===== src/common/rail_seq_defines.vh =====
/*
 * Register offsets, field positions, reset values and timing constants for the
 * rail enable sequencing block.
 * Assumes inclusion by bare name from the design file; definitions only.
 */
`ifndef RAIL_SEQ_DEFINES_VH
`define RAIL_SEQ_DEFINES_VH

// ****************************************************************
// Register offsets
// ****************************************************************
`define ADDR_RAIL_E_EDGE_DELAYS    8'h15
`define ADDR_RAIL_F_PG_MASKS       8'h16
`define ADDR_RAIL_F_PIN_SEL_STEP   8'h17

// ****************************************************************
// Reset values
// ****************************************************************
`define RST_RAIL_E_EDGE_DELAYS     8'h00
`define RST_RAIL_F_PG_MASKS        8'h00
`define RST_RAIL_F_PIN_SEL_STEP    8'hc0

// ****************************************************************
// Field positions
// ****************************************************************
`define FALL_DLY_MSB               5
`define FALL_DLY_LSB               3
`define RISE_DLY_MSB               2
`define RISE_DLY_LSB               0
`define STEP_SIZE_BIT              5
`define PIN_SEL_MSB                4
`define PIN_SEL_LSB                2
`define MASK_SHARED_SWITCH_BIT     1
`define MASK_SWITCH_B_BIT          0

// ****************************************************************
// Enable pin select codes
// ****************************************************************
`define PIN_SEL_CTRL1              3'h0
`define PIN_SEL_CTRL2              3'h1
`define PIN_SEL_CTRL5              3'h2
`define PIN_SEL_CTRL4              3'h3
`define PIN_SEL_CTRL3              3'h4
`define PIN_SEL_CTRL3_AND_4        3'h5
`define PIN_SEL_CTRL6              3'h6
`define PIN_SEL_FORCED_ON          3'h7

// ****************************************************************
// Edge delay codes and their times in milliseconds
// ****************************************************************
`define DLY_CODE_0                 3'h0
`define DLY_CODE_1                 3'h1
`define DLY_CODE_2                 3'h2
`define DLY_CODE_3                 3'h3
`define DLY_CODE_4                 3'h4
`define DLY_CODE_5                 3'h5
`define DLY_CODE_6                 3'h6
`define DLY_MS_0                   7'h00
`define DLY_MS_1                   7'h02
`define DLY_MS_2                   7'h04
`define DLY_MS_3                   7'h08
`define DLY_MS_4                   7'h10
`define DLY_MS_5                   7'h18
`define DLY_MS_6                   7'h20
`define DLY_MS_7                   7'h40

// ****************************************************************
// Time base
// ****************************************************************
`define CLK_FREQ_KHZ               25000
`define MS_PER_TICK                1
`define MS_CYCLES                  (`CLK_FREQ_KHZ * `MS_PER_TICK)

`endif


===== src/core/rail_enable_sequencing.v =====
/*
 * Enable sequencing for step-down rails e and f: programmable edge delays on
 * rail e's enable, pin/power-good enable condition and step size for rail f.
 * Assumes all inputs are synchronous to i_clk and that the register port is
 * driven by the device's host interface, one access per cycle.
 */
`include "rail_seq_defines.vh"
`default_nettype none

module rail_enable_sequencing #(
    parameter MS_CYCLES = `MS_CYCLES
) (
    input  wire       i_clk,                      // 25 MHz clock
    input  wire       i_rst_n,                    // asynchronous reset, active low
    input  wire [7:0] i_reg_addr,                 // register offset
    input  wire [7:0] i_reg_wdata,                // write data
    input  wire       i_reg_wr_en,                // write strobe
    input  wire       i_reg_rd_en,                // read strobe
    output reg  [7:0] o_reg_rdata,                // read data, valid the cycle after read
    input  wire       i_rail_e_enable_cond,       // rail e enable before delays
    input  wire [6:1] i_ctrl_input,               // control input pins 1 to 6
    input  wire [7:0] i_power_good_rails,         // power good, bit order as masks
    input  wire       i_power_good_shared_switch, // shared switch/linear rail power good
    input  wire       i_power_good_switch_b,      // load switch b power good
    output wire       o_rail_e_enable,            // rail e enable after delays
    output reg        o_rail_f_enable,            // rail f enable condition
    output wire       o_rail_f_voltage_increment  // 1: 25 mV steps, 0: 10 mV steps
);

    // ****************************************************************
    // Registers
    // ****************************************************************
    reg [7:0] rail_e_enable_edge_delays_q;
    reg [7:0] rail_f_power_good_masks_q;
    reg [7:0] rail_f_pin_select_and_step_q;

    always @(posedge i_clk or negedge i_rst_n) begin
        if (!i_rst_n) begin
            rail_e_enable_edge_delays_q  <= `RST_RAIL_E_EDGE_DELAYS;
            rail_f_power_good_masks_q    <= `RST_RAIL_F_PG_MASKS;
            rail_f_pin_select_and_step_q <= `RST_RAIL_F_PIN_SEL_STEP;
        end else if (i_reg_wr_en) begin
            case (i_reg_addr)
                `ADDR_RAIL_E_EDGE_DELAYS:  rail_e_enable_edge_delays_q  <= i_reg_wdata;
                `ADDR_RAIL_F_PG_MASKS:     rail_f_power_good_masks_q    <= i_reg_wdata;
                `ADDR_RAIL_F_PIN_SEL_STEP: rail_f_pin_select_and_step_q <= i_reg_wdata;
                default: ;
            endcase
        end
    end

    // Unmapped offsets read as zero.
    always @(posedge i_clk or negedge i_rst_n) begin
        if (!i_rst_n) begin
            o_reg_rdata <= 8'h00;
        end else if (i_reg_rd_en) begin
            case (i_reg_addr)
                `ADDR_RAIL_E_EDGE_DELAYS:  o_reg_rdata <= rail_e_enable_edge_delays_q;
                `ADDR_RAIL_F_PG_MASKS:     o_reg_rdata <= rail_f_power_good_masks_q;
                `ADDR_RAIL_F_PIN_SEL_STEP: o_reg_rdata <= rail_f_pin_select_and_step_q;
                default:                   o_reg_rdata <= 8'h00;
            endcase
        end
    end

    wire [2:0] rail_e_fall_delay_sel = rail_e_enable_edge_delays_q[`FALL_DLY_MSB:`FALL_DLY_LSB];
    wire [2:0] rail_e_rise_delay_sel = rail_e_enable_edge_delays_q[`RISE_DLY_MSB:`RISE_DLY_LSB];
    wire [2:0] rail_f_enable_source_sel =
        rail_f_pin_select_and_step_q[`PIN_SEL_MSB:`PIN_SEL_LSB];
    wire       rail_f_mask_shared_switch =
        rail_f_pin_select_and_step_q[`MASK_SHARED_SWITCH_BIT];
    wire       rail_f_mask_switch_b = rail_f_pin_select_and_step_q[`MASK_SWITCH_B_BIT];

    // Only the setting is held here; the regulator's reference applies it.
    assign o_rail_f_voltage_increment = rail_f_pin_select_and_step_q[`STEP_SIZE_BIT];

    // ****************************************************************
    // Rail f enable condition
    // ****************************************************************
    function pin_term;
        input [2:0] sel;
        input [6:1] pins;
        begin
            case (sel)
                `PIN_SEL_CTRL1:       pin_term = pins[1];
                `PIN_SEL_CTRL2:       pin_term = pins[2];
                `PIN_SEL_CTRL5:       pin_term = pins[5];
                `PIN_SEL_CTRL4:       pin_term = pins[4];
                `PIN_SEL_CTRL3:       pin_term = pins[3];
                `PIN_SEL_CTRL3_AND_4: pin_term = pins[3] & pins[4];
                `PIN_SEL_CTRL6:       pin_term = pins[6];
                default:              pin_term = 1'b1;
            endcase
        end
    endfunction

    // A set mask bit forces its term true, removing that rail from the AND.
    wire rails_good = &(i_power_good_rails | rail_f_power_good_masks_q);
    wire switches_good = (i_power_good_shared_switch | rail_f_mask_shared_switch) &
                         (i_power_good_switch_b | rail_f_mask_switch_b);

    always @(posedge i_clk or negedge i_rst_n) begin
        if (!i_rst_n) begin
            o_rail_f_enable <= 1'b0;
        end else begin
            o_rail_f_enable <= pin_term(rail_f_enable_source_sel, i_ctrl_input) &
                               rails_good & switches_good;
        end
    end

    // ****************************************************************
    // Rail e edge delays
    // ****************************************************************
    function [6:0] delay_ms;
        input [2:0] code;
        begin
            case (code)
                `DLY_CODE_0: delay_ms = `DLY_MS_0;
                `DLY_CODE_1: delay_ms = `DLY_MS_1;
                `DLY_CODE_2: delay_ms = `DLY_MS_2;
                `DLY_CODE_3: delay_ms = `DLY_MS_3;
                `DLY_CODE_4: delay_ms = `DLY_MS_4;
                `DLY_CODE_5: delay_ms = `DLY_MS_5;
                `DLY_CODE_6: delay_ms = `DLY_MS_6;
                default:     delay_ms = `DLY_MS_7;
            endcase
        end
    endfunction

    localparam [3:0] ST_OFF       = 4'b0001;
    localparam [3:0] ST_RISE_WAIT = 4'b0010;
    localparam [3:0] ST_ON        = 4'b0100;
    localparam [3:0] ST_FALL_WAIT = 4'b1000;
    localparam [31:0] MS_LAST = MS_CYCLES - 1;

    reg  [3:0]  state_q;
    reg  [3:0]  state_d;
    reg  [31:0] prescale_q;
    reg  [6:0]  ms_count_q;
    wire        waiting  = (state_q == ST_RISE_WAIT) || (state_q == ST_FALL_WAIT);
    wire        ms_tick  = waiting && (prescale_q == MS_LAST);
    // The prescaler restarts at each wait, so a delay is whole milliseconds,
    // not up to one short as a free-running tick would make it.
    wire [6:0]  target   = (state_q == ST_RISE_WAIT) ? delay_ms(rail_e_rise_delay_sel)
                                                     : delay_ms(rail_e_fall_delay_sel);
    wire        expired  = ms_tick && ((ms_count_q + 7'h01) >= target);

    always @* begin
        state_d = state_q;
        case (state_q)
            ST_OFF: begin
                if (i_rail_e_enable_cond) begin
                    state_d = (delay_ms(rail_e_rise_delay_sel) == `DLY_MS_0) ? ST_ON
                                                                            : ST_RISE_WAIT;
                end
            end
            ST_RISE_WAIT: begin
                if (!i_rail_e_enable_cond) begin
                    state_d = ST_OFF;
                end else if (expired) begin
                    state_d = ST_ON;
                end
            end
            ST_ON: begin
                if (!i_rail_e_enable_cond) begin
                    state_d = (delay_ms(rail_e_fall_delay_sel) == `DLY_MS_0) ? ST_OFF
                                                                            : ST_FALL_WAIT;
                end
            end
            ST_FALL_WAIT: begin
                if (i_rail_e_enable_cond) begin
                    state_d = ST_ON;
                end else if (expired) begin
                    state_d = ST_OFF;
                end
            end
            default: state_d = ST_OFF;
        endcase
    end

    always @(posedge i_clk or negedge i_rst_n) begin
        if (!i_rst_n) begin
            state_q    <= ST_OFF;
            prescale_q <= 32'h0;
            ms_count_q <= 7'h00;
        end else begin
            state_q <= state_d;
            if (!waiting || (state_d != state_q)) begin
                prescale_q <= 32'h0;
                ms_count_q <= 7'h00;
            end else if (ms_tick) begin
                prescale_q <= 32'h0;
                ms_count_q <= ms_count_q + 7'h01;
            end else begin
                prescale_q <= prescale_q + 32'h1;
            end
        end
    end

    // The enable drives a regulator, so it comes from a flop rather than a
    // state decode that could glitch while two state bits change together.
    reg         rail_e_enable_q;

    always @(posedge i_clk or negedge i_rst_n) begin
        if (!i_rst_n) begin
            rail_e_enable_q <= 1'b0;
        end else begin
            rail_e_enable_q <= (state_d == ST_ON) || (state_d == ST_FALL_WAIT);
        end
    end

    assign o_rail_e_enable = rail_e_enable_q;

endmodule

`default_nettype wire


===== config.mk =====
export PLATFORM = sky130hd
export DESIGN_NAME = rail_enable_sequencing
export DESIGN_NICKNAME = d
export VERILOG_FILES = /design/src/core/rail_enable_sequencing.v
export VERILOG_INCLUDE_DIRS = /design/src /design/src/common
export SDC_FILE = /design/constraint.sdc
export NUM_CORES = 1
export LEC_CHECK = 0
export ABC_AREA = 1
export ABC_CLOCK_PERIOD_IN_PS = 2900
export BUFFER_PORTS_ARGS = -buffer_cell sky130_fd_sc_hd__buf_2
export CORE_ASPECT_RATIO = 0.6
export CORE_UTILIZATION = 36
export DETAILED_ROUTE_END_ITERATION = 8
export PLACE_DENSITY_LB_ADDON = 0.3
export SYNTH_ARGS = -nofsm -noshare
export SYNTH_HDL_FRONTEND = slang
export SYNTH_SLANG_ARGS = --single-unit

===== constraint.sdc =====
create_clock -name i_clk -period 2.9 [get_ports i_clk]
set_input_delay 0.29 -clock i_clk [delete_from_list [all_inputs] [get_ports i_clk]]
set_output_delay 0.29 -clock i_clk [all_outputs]
set_load 0.02 [all_outputs]

Word level (Yosys, flattened, before mapping)
Index checks and enable logic that the tools add are counted.
{"block": "word_totals", "register_bits": 77, "latch_bits": 0, "ram_bits": 0, "mem_bits_ro": 0, "inputBits": 37, "output_inout_bits": 11, "elab_cells": 86, "n_memories": 0}
{"block": "classes", "add_sub_neg": 2, "mul": 0, "div": 0, "n_lt_le_gt_ge": 1, "n_eq_ne": 29, "shifts": 0, "n_mux": 22, "bitwise_logic": 7, "n_reduce_logical": 16}
{"cell": "case mux 7 bit (7 select lines)", "count": 2}
{"cell": "two-way mux 32 bit", "count": 2}
{"cell": "two-way mux 7 bit", "count": 7}
{"cell": "adder 32 x 1 -> 32 bit, second input constant", "count": 1}
{"cell": "== test 32 x 15 -> 1 bit, second input constant", "count": 1}
{"cell": "two-way mux 4 bit", "count": 7}
{"cell": "== test 3 bit, second input constant", "count": 9}
{"cell": "== test 8 x 5 -> 1 bit, second input constant", "count": 3}
{"cell": "case mux 8 bit (3 select lines)", "count": 1}
{"cell": "== test 3 x 2 -> 1 bit, second input constant", "count": 6}
{"cell": "case mux 4 bit (4 select lines)", "count": 1}
{"cell": "logical NOT 7 bit", "count": 2}
{"cell": "== test 3 x 1 -> 1 bit, second input constant", "count": 3}
{"cell": "logical NOT 3 bit", "count": 3}
{"cell": "== test 4 x 3 -> 1 bit, second input constant", "count": 2}
{"cell": "== test 4 bit, second input constant", "count": 2}
{"cell": "bitwise OR 8 bit", "count": 1}
{"cell": "AND reduction 8 bit", "count": 1}
{"cell": "adder 7 x 1 -> 7 bit, second input constant", "count": 1}
{"cell": ">= comparator 7 bit", "count": 1}
{"cell": "case mux 1 bit (7 select lines)", "count": 1}
{"cell": "AND reduction 2 bit", "count": 3}
{"cell": "bitwise AND 1 bit", "count": 4}
{"cell": "== test 4 x 1 -> 1 bit, second input constant", "count": 1}
{"cell": "8 further kinds", "count": 12}

Depth between registers and ports, before layout
Gate-level depths: netlist (run 1).
{"block": "depth", "depth_word": 11, "ltp_mapped": 21, "depth_no_buf": 19}

Worst setup path after synthesis (run 1)
OpenSTA, ideal clock, no wires.
{"block": "synth_path", "kind": "register to register", "start": "reg ms_count_q[0]", "end": "reg prescale_q[23]", "setup_ns": 0.124, "t_arrival_ns": 2.411, "required_ns": 2.776, "setup_slack_ns": 0.365, "stages_incl_launch_ff": 19, "period_less_slack_ns": 2.535, "path_cell_list": "dfrtp_1 ha_1 nand3_1 nor3_1 xor2_1 ha_1 a21o_1 nor2_1 nand3_1 nand3_2 nand2_1 nand2_1 nand2_2 nand2_1 nand2_1 nand3_2 buf_6 buf_8 nor2_4"}
{"block": "synth_via", "elab_chain_cells": 9, "elab_cells_between_ends": 11}
{"item": "start, declared", "line": "rail_enable_sequencing.v:139", "source": "reg [6:0] ms_count_q;"}
{"item": "start signal, assigned", "line": "rail_enable_sequencing.v:193", "source": "ms_count_q <= ms_count_q + 7'h01;"}
{"item": "adder 7 x 1 -> 7 bit (*)", "line": "rail_enable_sequencing.v:146", "source": "wire expired = ms_tick && ((ms_count_q + 7'h01) >= target);"}
{"item": ">= comparator 7 bit (*)", "line": "rail_enable_sequencing.v:146"}
{"item": "logical AND 1 bit (*)", "line": "rail_enable_sequencing.v:146"}
{"item": "two-way mux 4 bit, on equally long branches", "line": "rail_enable_sequencing.v:173, rail_enable_sequencing.v:160"}
{"item": "two-way mux 4 bit, on equally long branches", "line": "rail_enable_sequencing.v:171, rail_enable_sequencing.v:158"}
{"item": "case mux 4 bit (4 select lines) (*)", "line": "rail_enable_sequencing.v:150", "source": "case (state_q)"}
{"item": "named net state_d[0]", "line": "rail_enable_sequencing.v:137", "source": "reg [3:0] state_d;"}
{"item": "!= test 4 bit (*)", "line": "rail_enable_sequencing.v:188", "source": "if (!waiting || (state_d != state_q)) begin"}
{"item": "logical OR 1 bit (*)", "line": "rail_enable_sequencing.v:188"}
{"item": "two-way mux 32 bit (*)", "line": "rail_enable_sequencing.v:188"}
{"item": "end signal, assigned", "line": "rail_enable_sequencing.v:195", "source": "prescale_q <= prescale_q + 32'h1;"}
{"item": "end, declared", "line": "rail_enable_sequencing.v:138", "source": "reg [31:0] prescale_q;"}
The timed path passes the listed nets; every way through them passes the cells marked *.
A chain may end at the register's enable or synchronous reset.

Worst setup path in the final report (run 1)
{"block": "layout_path", "start": "reg ms_count_q[1]", "end": "reg ms_count_q[2]"}
{"block": "layout_via", "elab_chain_cells": 9, "elab_cells_between_ends": 13}
{"item": "adder 7 x 1 -> 7 bit (*)", "line": "rail_enable_sequencing.v:146, rail_enable_sequencing.v:193"}
{"item": ">= comparator 7 bit", "line": "rail_enable_sequencing.v:146"}
{"item": "logical AND 1 bit", "line": "rail_enable_sequencing.v:146"}
{"item": "two-way mux 4 bit, on equally long branches", "line": "rail_enable_sequencing.v:173, rail_enable_sequencing.v:160"}
{"item": "two-way mux 4 bit, on equally long branches", "line": "rail_enable_sequencing.v:171, rail_enable_sequencing.v:158"}
{"item": "case mux 4 bit (4 select lines)", "line": "rail_enable_sequencing.v:150"}
{"item": "!= test 4 bit", "line": "rail_enable_sequencing.v:188"}
{"item": "logical OR 1 bit", "line": "rail_enable_sequencing.v:188"}
{"item": "two-way mux 7 bit or nonzero test 2 bit (tied branches)"}
Mark *: on every way between the ends. The rest lies on a longest branch, timed or not. The select of a mux whose other input is x is not followed.

==> metrics.yaml, run 1 <==
met2_usage: 0.2515
dr.pass1.iters: 5
r2r_start: "ms_count_q[1]"
grt_use_met1: 0.2801
syn_avg_cell_area_um2: 7.762
crit_type: "flip-flop to flip-flop"
setup.worst_path.start_class: "flip-flop"
path_clk_slew_ns: 0.06
cts_max_level: 3
yosys_warnings: 0
tritoncts: "done"
cts_made_buffers: 9
nNetsFinal: 689
worstPathArrival_ns: 3.11
setup_ws_ns: 0.04946
seq_area_frac_synth: 0.4296
crit_top_cell: "nand2_2"
drive_gt1_frac: 0.2065
n_antenna_cell: 0
grt_pass1_vias: 3636
via_count: 4161
synth_area_um2: 4494
core_area_um2: 12100
clock_sinks: 77
synth-edff-count: 0
layout_commonest_cell: "nand2_1"
ctsHoldBuffers: 0
cts-root-buf: "clkbuf_16"
design_area_um2: 5510
register_area_um2: 1931
r2r_slack_ns: 0.05
hold_class: "input port to asynchronous set/reset pin"
area_growth_pct: 22.61
grt_antenna_before_repair: 0
status: "complete, no violations"
port_buffers: 47
finalSetupViolations: 0
utilization: 0.4553
cp_cell_sequence: "ha_2 > nand3_4 > nor3_4 > xor2_1 > ha_1 > nand2_2 > a21oi_2 > nor2_2 > nand3_2 > nand3_2 > nand2_2 > nand2_2 > nand3_2 > nand2_2 > nand3_4 > buf_12 > nor2_1"
path_max_fanout: 6
drv_cap: 0
dp_hpwl_um: 8326
dpl_cell_area_um2: 4938
fillers: 1173
hold_violations: 0
grt_usage: 0.1832
yosys_register_bits: 77
routedWlPerCell_um: 14.84
period_minus_slack_ns: 2.851
final_cell_mix: "nand2_1 (110), dfrtp_1 (74), nor2_1 (70)"
pre_cts_ws_ns: 0.03983
syn_inst: 579
vias_per_cell: 5.112
drc_errors: 0
die_w_um: 146.2
power_density_nw_per_um2: 523.2
crit_path_top_delay_cell: "dfrtp_1"
synth_nets: 624
crit_path_start: "ms_count_q[1]"
grt_max_degree: 78
die_y_um: 88.55
overflow: 0
synth-async-reset-ratio: 1.000
top_level_ports: 48
synth.distinct_cells: 41
synth_ff_type: "dfrtp_1"
grt_use_met3: 0.04227
cp-end-kind: "flip-flop"
worst_skew_pair.late_latency_ns: 0.34
dieArea_um2: 12950
vdd_ir_drop_max_mv: 0.2883
antenna_left: 0
power.leakage_nw: 2.475
dr.first_iter.drc_count: 464
cts.path.max_buffers: 2
routed_wl_um: 12080
slew_violations: 0
r2r_cells: 17
reg2reg_to: "ms_count_q[2]"
timing.final.crit_share: 0.9829
fin_skew_ns: 0.008925
initial_core_util: 0.3714
rows: 31
grt_pass1_wl_um: 18340
gp_congestion: 0.8939
cp.required_ns: 3.16
tightestPinTransition_ns: 1.006
cp-endpoint: "ms_count_q[2]"
multiInputGateArea_um2: 2347
max_freq_mhz: 350.8
grt_busiest_layer: "met1"
cpPeakStageDelay_ns: 0.39
max-slew-margin-rel: 0.3296
report_power, final:
group          leakage [nW]  switching [mW]  internal (mW)
Combinational          1.30           0.315          0.201
Clock                 0.146           0.448          0.757
Sequential             1.03          0.0400           1.12
kinds of logic after synthesis:
family | synth area share
AND/OR/NAND/NOR | 0.3149
AO/OA/AOI/OAI | 0.09243
XOR/XNOR | 0.06236
flip-flops | 0.4296
multiplexers | 0.004455
buffers and inverters | 0.07405
adder cells (fa/ha/maj) | 0.02227
per-layer routing:
metal	part of all wire	vias up
li1	-	2027
met1	0.49	1975
met2	0.42	147
met3	0.075	12
met4	0.011	0
met5	0	-
Yosys cell counts (2+ instances only):
library cell | n | area [um2]
or2_2 | 2 | 12.51
ha_1 | 8 | 100.1
nor3_1 | 20 | 100.1
nor3_2 | 2 | 20.02
nor2_1 | 78 | 292.8
nor2_4 | 11 | 123.9
clkbuf_1 | 4 | 15.01
nand3_1 | 33 | 165.2
nor2_2 | 4 | 25.02
nand2_2 | 2 | 12.51
xor2_1 | 26 | 227.7
a32oi_1 | 3 | 26.28
inv_2 | 6 | 22.52
o22ai_1 | 3 | 18.77
dfrtp_1 | 74 | 1852
inv_1 | 66 | 247.7
a21oi_1 | 17 | 85.08
buf_2 | 2 | 10.01
mux2i_1 | 2 | 20.02
xnor2_1 | 6 | 52.55
nand4_1 | 16 | 100.1
nand3_2 | 3 | 30.03
dfstp_2 | 3 | 78.83
o21ai_0 | 43 | 215.2
nor4_1 | 12 | 75.07
nand2_1 | 117 | 439.2
clkinv_1 | 2 | 7.510
per-stage QoR:
stage	hold slack, ns	setup TNS, ns	cells	power [mW]
CTS	0.1487	0	802	2.765
finish	0.08948	0	814	2.883
global route	0.1593	-3.176	814	3.004
floorplan	-0.005591	0	579	1.424
detailed placement	0.4758	0	786	1.550
global placement	0.4574	0	786	1.544
worst min-delay path by stage:
stage,to,cells after the start,slack (ns),start
finish,o_rail_f_enable,1,0.09,i_rst_n
global route,o_reg_rdata[7],3,0.16,i_reg_rd_en
CTS,o_reg_rdata[7],3,0.15,i_reg_rd_en
detailed placement,o_reg_rdata[6],2,0.48,o_reg_rdata[6]
global placement,o_reg_rdata[7],2,0.46,o_reg_rdata[7]
floorplan,ms_count_q[0],0,-0.006,i_rst_n
flip-flops by register name (all words and copies together) (netlist names):
register,cells
o_rail_e_enable,1
o_rail_f_enable,1
state_q,4
rail_f_power_good_masks_q,8
ms_count_q,7
prescale_q,32
rail_f_pin_select_and_step_q,8
rail_e_enable_edge_delays_q,8
o_reg_rdata,8
repair_timing:
item                       in CTS  in global routing
cloned                          0                  5
gates resized for setup         1                 28
setup endpoints to repair       1                 39
pin swaps                       0                  9
hold endpoints to repair        0                  0
setup buffers                   0                  7
worst max-delay path: cells and delay by family (launching register included):
kind,cells,cell delay [ns]
AOI/OAI and AO/OA,1,0.05
xor gates and xnor gates,1,0.24
adders and majority gates,2,0.54
buffers and inverters,1,0.20
DFF,1,0.39
and+or+nand+nor,12,1.32
cell type report:
class / count / area share
Clock buffer: 11 / 0.04223
Tap cell: 165 / 0.03747
Sequential cell: 77 / 0.3504
Timing Repair Buffer: 62 / 0.07834
Multi-Input combinational cell: 420 / 0.4260
Clock inverter: 5 / 0.01521
Inverter: 74 / 0.05041
No activity file was read; power rests on OpenSTA's default activity.
==> run 2: changes to the inputs <==
Settings changed: CORE_MARGIN set to 8.
==> run 2 against run 1 <==
Via count decreased by 0.22%. First-iteration DRC count decreased by 25%. Utilization increased by 0.80 points. Worst hold slack improved by 0.014 ns. Critical path depth unchanged. Non-clock buffer count increased by 1. Clock-buffer cell count decreased by 1.
==> metrics.yaml, run 2 (synthesis results as in run 1) <==
r2r_slack_ns: 0.04
largest_reg_flops: 32
cts.path.max_buffers: 2
tritoncts: "done"
dpl_cell_area_um2: 4946
design_area_um2: 5607
area_growth_pct: 24.75
n_antenna_cell: 0
max_freq_mhz: 350.2
ctsHoldBuffers: 0
dp_hpwl_um: 8944
hold_class: "input port to asynchronous set/reset pin"
top_register: "prescale_q"
drc_errors: 0
cts_made_buffers: 9
power_density_nw_per_um2: 537.5
rows: 31
dieArea_um2: 16430
vdd_ir_drop_max_mv: 0.3143
path_max_fanout: 7
die_w_um: 160.2
setup.worst_path.start_class: "flip-flop"
max-slew-margin-rel: 0.3461
die_y_um: 102.6
port_buffers: 47
p_total_mw: 3.013
dr.pass1.iters: 5
clock_sinks: 77
nNetsFinal: 690
timing.final.crit_share: 0.9846
period_minus_slack_ns: 2.855
cts_max_level: 3
crit_type: "flip-flop to flip-flop"
status: "complete, no violations"
overflow: 0
worstPathArrival_ns: 3.13
path_clk_slew_ns: 0.06
gp_congestion: 0.8679
top_level_ports: 48
vias_per_cell: 5.094
routed_wl_um: 12360
cp-end-kind: "flip-flop"
antenna_left: 0
rsz0062_at_grt: "true"
dr.first_iter.drc_count: 350
initial_core_util: 0.3714
grt_max_degree: 78
worst_skew_pair.late_latency_ns: 0.34
grt_pass1_vias: 3792
final_cell_mix: "nand2_1 (111), dfrtp_1 (72), inv_1 (66)"
cp.required_ns: 3.17
drive_gt1_frac: 0.2262
tightestPinTransition_ns: 0.9808
grt_usage: 0.1440
grt_antenna_before_repair: 0
drv_cap: 0
finalSetupViolations: 0
hold_violations: 0
layout_commonest_cell: "nand2_1"
slew_violations: 0
cts-root-buf: "clkbuf_16"
fillers: 1149
routedWlPerCell_um: 15.17
core_area_um2: 12100
fin_skew_ns: 0.005315
via_count: 4152
power.leakage_nw: 2.502
grt_pass1_wl_um: 18920
==> run 2: area by class of cell <==
cell class              instances  area (um2)  share of cell area
inverters                      74       277.8             0.04954
multi-input cells             420        2402              0.4285
flip-flops and latches         77        1933              0.3448
clock inverters                 6       108.9             0.01942
well taps                     165       206.4             0.03682
clock buffers                  10       239.0             0.04262
repair buffers                 63       439.2             0.07833
==> run 2: what timing repair did <==
action,4_1_cts,5_1_grt
endpoints found under the setup margin,26,39
resized for setup,0,44
cloned,0,5
pin swaps,1,16
buffers inserted,1,6
==> run 2: critical path: stages, from the launching register on <==
cell	delay, ns
dfrtp_1	0.38
ha_2	0.24
nand3_4	0.09
nor3_4	0.22
xor2_2	0.19
ha_1	0.29
nand2_2	0.12
a21oi_2	0.05
nor2_2	0.14
nand3_2	0.12
nand3_1	0.10
nand2_1	0.06
nand2_1	0.08
nand3_1	0.09
nand2_2	0.11
nand3_4	0.18
clkbuf_16	0.24
nor2_1	0.08
==> run 2: report_power, final <==
group / internal (mW) / switching, mW / leakage (nW)
combinational: 0.205 / 0.333 / 1.31
clock: 0.864 / 0.447 / 0.173
sequential: 1.12 / 0.0429 / 1.02
total: 2.19 / 0.822 / 2.50
==> run 2: routing by layer <==
| layer | track usage | share of wire | vias to the layer above |
|---|---|---|---|
| met1 | 0.2059 | 0.49 | 1956 |
| li1 | - | - | 2031 |
| met3 | 0.05024 | 0.089 | 17 |
| met4 | 0.04857 | 0.014 | 0 |
| met2 | 0.1964 | 0.41 | 148 |
| met5 | 0 | 0 | - |
==> run 2: worst paths after layout <==
kind / cells after the start / end / startpoint
max: 17 / ms_count_q[4] / ms_count_q[1]
min: 1 / prescale_q[14] / i_rst_n
max reg2reg: 17 / ms_count_q[4] / ms_count_q[1]
min reg2reg: 2 / o_reg_rdata[5] / o_reg_rdata[5]
max in group asynchronous: 1 / ms_count_q[2] / i_rst_n
min in group i_clk: 3 / o_reg_rdata[7] / i_reg_rd_en
==> run 2: stage by stage <==
step	std cells	setup TNS, ns	setup slack (ns)	hold WS [ns]	util
floorplan	579	0	0.3650	-0.005591	-
global placement	787	0	0.1215	0.4575	0.4087
detailed placement	787	-0.01449	-0.009256	0.4706	0.4087
CTS	804	0	0.02800	0.1443	0.4381
global route	815	-2.458	-0.08740	0.1813	0.4633
finish	815	0	0.04453	0.1036	0.4633
